$ cat src/include/ind_regs_map.vh
// register offsets, field positions, reset values and timing counts of the channel register bank
`ifndef IND_REGS_MAP_VH
`define IND_REGS_MAP_VH
`define CH2_RESULT_WITH_FLAGS_ADDR   8'h04
`define CH3_RESULT_WITH_FLAGS_ADDR   8'h06
`define CH0_CONVERSION_INTERVAL_ADDR 8'h08
`define CH1_CONVERSION_INTERVAL_ADDR 8'h09
`define CH2_CONVERSION_INTERVAL_ADDR 8'h0a
`define CH3_CONVERSION_INTERVAL_ADDR 8'h0b
`define CH0_FREQUENCY_OFFSET_ADDR    8'h0c
`define CH1_FREQUENCY_OFFSET_ADDR    8'h0d
`define UNDERRANGE_BIT               15
`define OVERRANGE_BIT                14
`define TIMEOUT_BIT                  13
`define AMPLITUDE_BIT                12
`define RESULT_MSB                   11
`define RESULT_RESET                 12'h000
`define INTERVAL_RESET               16'h0080
`define OFFSET_RESET                 16'h0000
`define UNMAPPED_READ                16'h0000
`define REF_PERIODS_PER_COUNT        5'h10
`endif

$ cat src/rtl/channel_result_config_regs.v
// register bank: channel 2/3 results with read-clear flags, conversion intervals, channel 0/1 offsets
// Behaviour
// - bit 15 of each result register is the under-range flag, zero after reset
// - bit 14 of each result register is the over-range flag, zero after reset
// - bit 13 of each result register is the watchdog-timeout flag, zero after reset
// - bit 12 of each result register is the amplitude flag, zero after reset
// - reading a result register clears its flags; flags cannot be written
// - bits 11:0 hold the read-only 12-bit result, reset to zero
// - each channel has a 16-bit read-write interval register, reset 0x0080
// - conversion time equals interval times 16 reference clock periods
// - offset registers are 16-bit read-write, reset zero, driven to the core
// - amplitude flag sets on unsettled start when amplitude reporting is enabled
`timescale 1ns/1ns
module channel_result_config_regs (
  // clock and reset
  input  wire        clk_in,
  input  wire        arst_n_in,
  // register access port
  input  wire [7:0]  reg_addr_in,
  input  wire        reg_wr_en_in,
  input  wire [15:0] reg_wr_data_in,
  input  wire        reg_rd_en_in,
  output reg  [15:0] reg_rd_data_out,
  output reg         reg_rd_valid_out,
  // conversion core, channels 2 and 3 (index 0 = ch2)
  input  wire [1:0]  result_valid_in,
  input  wire [23:0] result_data_in,
  input  wire [1:0]  underrange_evt_in,
  input  wire [1:0]  overrange_evt_in,
  input  wire [1:0]  timeout_evt_in,
  input  wire [1:0]  amp_unsettled_evt_in,
  input  wire        amp_report_en_in,
  // conversion timing, all four channels
  input  wire [3:0]  run_in,
  input  wire [3:0]  ref_tick_in,
  output wire [3:0]  conv_done_out,
  output wire [3:0]  conv_busy_out,
  // settings to the core
  output wire [63:0] conversion_interval_out,
  output reg  [15:0] ch0_frequency_offset_out,
  output reg  [15:0] ch1_frequency_offset_out
);
`include "ind_regs_map.vh"
  wire [15:0] result_word [0:1];
  wire [1:0]  result_hit;

  assign result_hit[0] = (reg_addr_in == `CH2_RESULT_WITH_FLAGS_ADDR);
  assign result_hit[1] = (reg_addr_in == `CH3_RESULT_WITH_FLAGS_ADDR);

  genvar ch;
  generate
    for (ch = 0; ch < 2; ch = ch + 1) begin : g_result
      reg         underrange_r;
      reg         overrange_r;
      reg         timeout_r;
      reg         amplitude_r;
      reg  [11:0] result_r;
      wire        rd_clr;
      // a read only clears when its own address is read
      assign rd_clr = reg_rd_en_in & result_hit[ch];
      assign result_word[ch] = {underrange_r, overrange_r, timeout_r, amplitude_r, result_r};
      always @(posedge clk_in or negedge arst_n_in) begin
        if (!arst_n_in) begin
          underrange_r <= 1'b0;
          overrange_r  <= 1'b0;
          timeout_r    <= 1'b0;
          amplitude_r  <= 1'b0;
          result_r     <= `RESULT_RESET;
        end else begin
          // set wins over read clear so an event in the read cycle survives
          underrange_r <= (underrange_r & ~rd_clr) | underrange_evt_in[ch];
          overrange_r  <= (overrange_r & ~rd_clr) | overrange_evt_in[ch];
          timeout_r    <= (timeout_r & ~rd_clr) | timeout_evt_in[ch];
          amplitude_r  <= (amplitude_r & ~rd_clr) | (amp_unsettled_evt_in[ch] & amp_report_en_in);
          if (result_valid_in[ch]) begin
            result_r <= result_data_in[ch*12 +: 12];
          end
        end
      end
    end
  endgenerate

  // interval and offset registers
  wire [3:0] interval_hit;
  assign interval_hit[0] = (reg_addr_in == `CH0_CONVERSION_INTERVAL_ADDR);
  assign interval_hit[1] = (reg_addr_in == `CH1_CONVERSION_INTERVAL_ADDR);
  assign interval_hit[2] = (reg_addr_in == `CH2_CONVERSION_INTERVAL_ADDR);
  assign interval_hit[3] = (reg_addr_in == `CH3_CONVERSION_INTERVAL_ADDR);

  generate
    for (ch = 0; ch < 4; ch = ch + 1) begin : g_interval
      // one register per channel keeps a single driver for each slice
      reg [15:0] interval_r;
      assign conversion_interval_out[ch*16 +: 16] = interval_r;
      always @(posedge clk_in or negedge arst_n_in) begin
        if (!arst_n_in) begin
          interval_r <= `INTERVAL_RESET;
        end else if (reg_wr_en_in && interval_hit[ch]) begin
          // reserved values 0..4 are not trapped; the host keeps them out
          interval_r <= reg_wr_data_in;
        end
      end
      interval_timer u_timer (
        .clk_in        (clk_in),
        .arst_n_in     (arst_n_in),
        .run_in        (run_in[ch]),
        .ref_tick_in   (ref_tick_in[ch]),
        .interval_in   (conversion_interval_out[ch*16 +: 16]),
        .conv_done_out (conv_done_out[ch]),
        .busy_out      (conv_busy_out[ch])
      );
    end
  endgenerate

  always @(posedge clk_in or negedge arst_n_in) begin
    if (!arst_n_in) begin
      ch0_frequency_offset_out <= `OFFSET_RESET;
      ch1_frequency_offset_out <= `OFFSET_RESET;
    end else if (reg_wr_en_in) begin
      if (reg_addr_in == `CH0_FREQUENCY_OFFSET_ADDR) begin
        ch0_frequency_offset_out <= reg_wr_data_in;
      end
      if (reg_addr_in == `CH1_FREQUENCY_OFFSET_ADDR) begin
        ch1_frequency_offset_out <= reg_wr_data_in;
      end
    end
  end

  // read mux; writes to result addresses are dropped, which also
  reg [15:0] rd_mux;
  always @* begin
    case (reg_addr_in)
      `CH2_RESULT_WITH_FLAGS_ADDR:   rd_mux = result_word[0];
      `CH3_RESULT_WITH_FLAGS_ADDR:   rd_mux = result_word[1];
      `CH0_CONVERSION_INTERVAL_ADDR: rd_mux = conversion_interval_out[15:0];
      `CH1_CONVERSION_INTERVAL_ADDR: rd_mux = conversion_interval_out[31:16];
      `CH2_CONVERSION_INTERVAL_ADDR: rd_mux = conversion_interval_out[47:32];
      `CH3_CONVERSION_INTERVAL_ADDR: rd_mux = conversion_interval_out[63:48];
      `CH0_FREQUENCY_OFFSET_ADDR:    rd_mux = ch0_frequency_offset_out;
      `CH1_FREQUENCY_OFFSET_ADDR:    rd_mux = ch1_frequency_offset_out;
      default:                       rd_mux = `UNMAPPED_READ;
    endcase
  end

  always @(posedge clk_in or negedge arst_n_in) begin
    if (!arst_n_in) begin
      reg_rd_data_out  <= 16'h0000;
      reg_rd_valid_out <= 1'b0;
    end else begin
      reg_rd_valid_out <= reg_rd_en_in;
      if (reg_rd_en_in) begin
        // whole word captured in the same edge that clears the flags
        reg_rd_data_out <= rd_mux;
      end
    end
  end
endmodule // channel_result_config_regs

$ cat src/rtl/interval_timer.v
// conversion interval timer: one conversion lasts interval x 16 reference clock periods
`timescale 1ns/1ns
module interval_timer (
  // clock and reset
  input  wire        clk_in,
  input  wire        arst_n_in,
  // control
  input  wire        run_in,
  input  wire        ref_tick_in,
  input  wire [15:0] interval_in,
  // status
  output reg         conv_done_out,
  output reg         busy_out
);
`include "ind_regs_map.vh"
  reg [3:0]  sub_r;
  reg [15:0] count_r;
  reg [15:0] limit_r;

  always @(posedge clk_in or negedge arst_n_in) begin
    if (!arst_n_in) begin
      sub_r         <= 4'h0;
      count_r       <= 16'h0000;
      limit_r       <= `INTERVAL_RESET;
      conv_done_out <= 1'b0;
      busy_out      <= 1'b0;
    end else begin
      conv_done_out <= 1'b0;
      if (!run_in) begin
        busy_out <= 1'b0;
        sub_r    <= 4'h0;
        count_r  <= 16'h0000;
      end else if (!busy_out) begin
        // interval is latched at start so a write mid-conversion cannot tear it
        busy_out <= 1'b1;
        limit_r  <= interval_in;
        sub_r    <= 4'h0;
        count_r  <= 16'h0000;
      end else if (ref_tick_in) begin
        sub_r <= sub_r + 4'h1;
        if (sub_r == 4'hf) begin
          if (count_r + 16'h0001 >= limit_r) begin
            conv_done_out <= 1'b1;
            busy_out      <= 1'b0;
          end else begin
            count_r <= count_r + 16'h0001;
          end
        end
      end
    end
  end
endmodule // interval_timer

$ cat config.mk
export PLATFORM = sky130hd
export DESIGN_NAME = channel_result_config_regs
export DESIGN_NICKNAME = d
export VERILOG_FILES = /design/src/rtl/channel_result_config_regs.v /design/src/rtl/interval_timer.v
export VERILOG_INCLUDE_DIRS = /design/src /design/src/include
export SDC_FILE = /design/constraint.sdc
export NUM_CORES = 1
export LEC_CHECK = 0
export BUFFER_PORTS_ARGS = -buffer_cell sky130_fd_sc_hd__buf_2
export CORE_AREA = 2 2 164 166
export CTS_CLUSTER_DIAMETER = 200
export DETAILED_ROUTE_END_ITERATION = 8
export DIE_AREA = 0 0 166 168
export PLACE_DENSITY = 0.84
export SLEW_MARGIN = 20
export SYNTH_ARGS = -nofsm -noshare
export SYNTH_HDL_FRONTEND = slang
export SYNTH_HIERARCHICAL = 1
export SYNTH_SLANG_ARGS = --single-unit
export TNS_END_PERCENT = 5
$ cat constraint.sdc
create_clock -name clk_in -period 8.39 [get_ports clk_in]
set_clock_uncertainty 0.1 [all_clocks]
set_input_delay 1.678 -clock clk_in [delete_from_list [all_inputs] [get_ports clk_in]]
set_output_delay 1.678 -clock clk_in [all_outputs]
set_load 0.02 [all_outputs]
; Word-level counts from Yosys, hierarchy flattened
; Index checks and enable logic that the tools add are counted.
[word_totals]
register_bits = 297
input_bits = 71
out_inout_bits = 121
wordCells = 187
[classes]
n_addsub = 8
order_cmp = 4
eq_ne = 24
muxes = 73
n_bitwise = 26
reduce_logical = 14
[ops]
columns = operator, n
row1 = $mux 16, 20
row2 = $pmux 16 s8, 1
row3 = $add 16x1->16 const B, 4
row4 = $ge 16x16->1, 4
row5 = $eq 8x4->1 const B, 6
row6 = $mux 4, 12
row7 = $mux 1, 40
row8 = $ne 3x3->1 const B, 12
row9 = $add 4x1->4 const B, 4
row10 = $eq 4x4->1 const B, 4
row11 = $eq 8x3->1 const B, 2
row12 = $and 1x1->1, 12
row13 = $reduce_and 2->1, 6
row14 = $reduce_and 3->1, 4
row15 = $or 1x1->1, 8
row16 = $not 1->1, 6
row17 = $logic_and 1x1->1, 4

; Depth between registers and ports, before layout
[logic_depth]
ltp_word = 7
depth_mapped = 15
mapped_depth_nobuf = 13

; By module
; The synthesis kept the hierarchy.
[by_module_without_submodules]
columns = module, n_inst, cells_each, area_each_um2, seq_area_each_um2
row1 = channel_result_config_regs, 1, 457, 6653.9, 3633.5
row2 = interval_timer (g_interval[0].u_timer ...), 3, 235, 2183.3, 952.2
row3 = interval_timer (g_interval[3].u_timer), 1, 234, 2204.6, 952.2

; Least setup slack after synthesis
; No wires, ideal clock.
[synth_timing]
path_kind = input-to-reg
start = input reg_addr_in[5]
end = register g_interval[0].interval_r[10]
setup_ns = 0.125
t_arrival_ns = 3.207
required_ns = 8.165
setup_slack_ns = 4.958
path_stages = 6
path_buffers = 2
path_cell_list = or4_4 nor3b_4 buf_6 nand3_4 buf_6 mux2_2
[synth_via]
elab_chain_len = 2
[synth_rtl]
columns = item, line_no
row1 = from (decl), channel_result_config_regs.v:19  ; input wire [7:0] reg_addr_in,
row2 = $eq 8x4->1, -
row3 = $logic_and 1x1->1, channel_result_config_regs.v:98  ; end else if (reg_wr_en_in && interval_hit[ch]) begin
row4 = to (signal assigned), channel_result_config_regs.v:97  ; interval_r <= `INTERVAL_RESET;
row5 = to (signal assigned), channel_result_config_regs.v:100  ; interval_r <= reg_wr_data_in;
row6 = to (decl), channel_result_config_regs.v:93  ; reg [15:0] interval_r;
; Every way passes these cells.
; A chain may end at the register's enable or synchronous reset.

; Worst setup path after layout
[layout_timing]
start = register g_interval[2].u_timer.count_r[0]
end = register g_interval[2].u_timer.count_r[12]
[layout_via]
elab_chain_len = 6
elab_cells_between_ends = 9
classes_between = add/sub (1) / order compare (1) / eq/ne (1) / mux (5) / reduce/logical (1)
[layout_rtl]
columns = item, line_no
row1 = from (decl), interval_timer.v:17  ; reg [15:0] count_r;
row2 = from (signal assigned), interval_timer.v:46  ; count_r <= count_r + 16'h0001;
row3 = $add 16x1->16 *, "interval_timer.v:42, interval_timer.v:46"
row4 = branches (longest 5 deep; another with $ge 16x16->1), -
; Mark *: on every way between the ends. The select of a mux whose other input is x is not followed.

==> metrics.txt <==
critical path fanouts, max 30; Final Cell Area 17,600 µm²; DRC errors left 0; sw power 818 µW; initial antenna violation count 0; hpwl dp 28.9 mm; Synth-to-Final Area Change 14.1%; placed cell area 16,600 µm²; average vias per placed instance 6.10; largest net degree at the start of global routing 94; Flop pwr share 47.9%; Fmax 229 MHz; fraction of power spent switching nets 25.5%; DRT iter0 DRCs 955; CTS Root Buffer Type clkbuf_16; vias 11.8k; Synth Register Bits 297; postcts setup bufs 0; Die Width 166 µm; CP startpoint kind flip-flop; die area 27,900 µm²; P per Cell Area 182 nW/µm²; vias in the first global route 11.8k; Yosys cell types 61; row cnt 60; sequential share of the synthesized area 48.3%; yosys warns 6; GRT Residual Overflow 0; ratio of cells with drive above 1 in the final layout 27.4%; Mapped Avg Cell Area 11.0 µm²; VDD IR max 0.185 mV; Clock Power Share 42.1%; final worst-path cycle share 52.1%; first-pass GRT wire length 64.5 mm; P_leak 0.00825 µW; cts hold-fix bufs 0; WL final 40.4 mm; post-route minimum period 4.37 ns; Max Slew Vio Count 0; Crit path arrival time 4.75 ns; H-tree levels 1; nets 1,705; P_int 2390 µW; top sig layer met4; synthesized area 15,400 µm²; Max clock buf depth 3; RSZ-0062 raised after global routing false; element type at the critical path end flip-flop; final hold vios 0; DR WL met2 19.4 mm; Port Buffer Count 191; placed cells 1,870; routability cong. 0.919; Starting Density 58.5%; antenna diode count 0; Worst-path clk slew 0.06 ns; Final Non-Filler Cells 1,928; Worst-Margin Slew 1.00 ns; Critical Path RT 8.77 ns; Hold Crit Class flip-flop to flip-flop; Gate Count Post-Synth 1,396; CTS Sinks 297; TritonRoute pass-1 iters 5; Clock Latency Late Sink 0.56 ns; Slew headroom 33.0%; met3 WL post-DR 2.88 mm; Synth Net Count 1,539; setup TNS 0 ns; CORE AREA 26,400 µm²; num ports 192; Main synth FF type dfrtp_1; Max Cap Viol 0; Fillers 1,904; outcome complete, no violations; GRT Util Overall 29.0%; commonest non-fill, non-tap cell in the layout dfrtp_1; post-cts resize count 0; critical path class flip-flop to flip-flop; cts bufs inserted 31; met1 wire length 16.4 mm; CTS tree built; post-route ant nets 0; DIE HEIGHT 168 µm; asr flop ratio synth 100%; Post-synth EDFFs 0; routed wire length per instance 20.9 µm; Final setup violation count 0; Comb pwr share 10.0%; most frequent cells in the layout dfrtp_1 (289), buf_2 (190), mux2_2 (124)
## flip-flops by register name, indices dropped and copies added (netlist names)
signal,flops
reg_rd_data_out,16
g_result.result_r,24
g_interval.u_timer/limit_r,64
g_result.amplitude_r,2
g_interval.u_timer/conv_done_out,4
g_result.underrange_r,2
reg_rd_valid_out,1
g_interval.u_timer/count_r,64
g_result.overrange_r,2
ch1_frequency_offset_out,16
g_interval.interval_r,64
g_result.timeout_r,2
ch0_frequency_offset_out,16
g_interval.u_timer/sub_r,16
g_interval.u_timer/busy_out,4
## critical path, cell delays in order, from the launching register on
cell      delay [ns]
dfrtp_1         0.44
ha_1            0.26
and3_1          0.24
nand4_2         0.19
nor2_1          0.22
nand3_1         0.18
xnor2_1         0.17
ha_1            0.29
nand4_1         0.15
nor2_1          0.07
a311oi_1        0.32
nand4_1         0.79
or4_1           0.71
a21oi_1         0.15
## per-stage QoR
stage | util, % | worst slack (ns) | hold slack (ns) | power, µW
floorplan | - | 4.96 | 0.341 | 1730
global placement | 62.8 | 4.19 | 0.353 | 1860
detailed placement | 62.8 | 4.06 | 0.358 | 1880
CTS | 66.7 | 4.05 | 0.372 | 3220
global route | 66.7 | 3.64 | 0.384 | 3310
finish | 66.7 | 4.02 | 0.370 | 3210
## cell type report
class | instances | area, µm² | share of cell area (%)
flip-flops and latches | 297 | 7440 | 42.3
repair buffers | 200 | 1030 | 5.88
inverters | 87 | 327 | 1.86
clock inverters | 14 | 108 | 0.612
multi-input cells | 945 | 7340 | 41.7
clock buffers | 44 | 905 | 5.15
well taps | 341 | 427 | 2.43
## power by group through the flow
stage / clock network (µW) / logic (µW) / registers, µW
final: 1350 / 319 / 1540
after detailed placement: 0 / 316 / 1560
after global routing: 1430 / 348 / 1540
after CTS: 1370 / 320 / 1530
after global placement: 0 / 306 / 1560
after floorplan: 0 / 159 / 1570
## synth_stat cells, drive strengths merged (17+ instances only)
cell type | count | area share (%)
or3 | 48 | 1.9
xor2 | 28 | 1.6
buf | 28 | 1.1
dfrtp | 289 | 47
clkbuf | 39 | 0.97
nand4b | 17 | 1.0
o21ai | 117 | 3.8
xnor2 | 47 | 2.7
inv | 87 | 2.1
a21oi | 68 | 2.2
nand4 | 36 | 1.7
nand3 | 37 | 1.7
ha | 72 | 5.8
mux2i | 24 | 1.6
nand2 | 100 | 2.4
mux2 | 124 | 9.1
nor2 | 61 | 1.5
## cells by family after synthesis
family,Yosys count,synth area share (%)
muxes,164,13.0
DFF,297,48.3
buffers and inverters,154,4.19
and+or+nand+nor,367,14.4
xor gates and xnor gates,75,4.26
AOI/OAI and AO/OA,267,10.0
adders and majority gates,72,5.85
## metal layers
layer  up-vias  track usage, %
met5         -               0
met4         0            10.9
met3       102            5.29
met2       428            48.3
met1      5878            38.1
li1       5361               -
## final timing paths
check | to | startpoint | cells after the start | slack (ns)
max in group asynchronous | g_result[1].underrange_r$_DFF_PN0_ | arst_n_in | 2 | 5.68
min in group asynchronous | g_result[0].result_r[0]$_DFFE_PN0P_ | arst_n_in | 1 | 1.04
max | g_interval[2].u_timer/count_r[12]$_DFFE_PN0P_ | g_interval[2].u_timer/count_r[0]$_DFFE_PN0P_ | 13 | 4.02
max reg2reg | g_interval[2].u_timer/count_r[12]$_DFFE_PN0P_ | g_interval[2].u_timer/count_r[0]$_DFFE_PN0P_ | 13 | 4.02
min reg2reg | g_result[1].underrange_r$_DFF_PN0_ | g_result[1].underrange_r$_DFF_PN0_ | 1 | 0.37
min | g_result[1].underrange_r$_DFF_PN0_ | g_result[1].underrange_r$_DFF_PN0_ | 1 | 0.37
(Power assumes the default switching activity.)
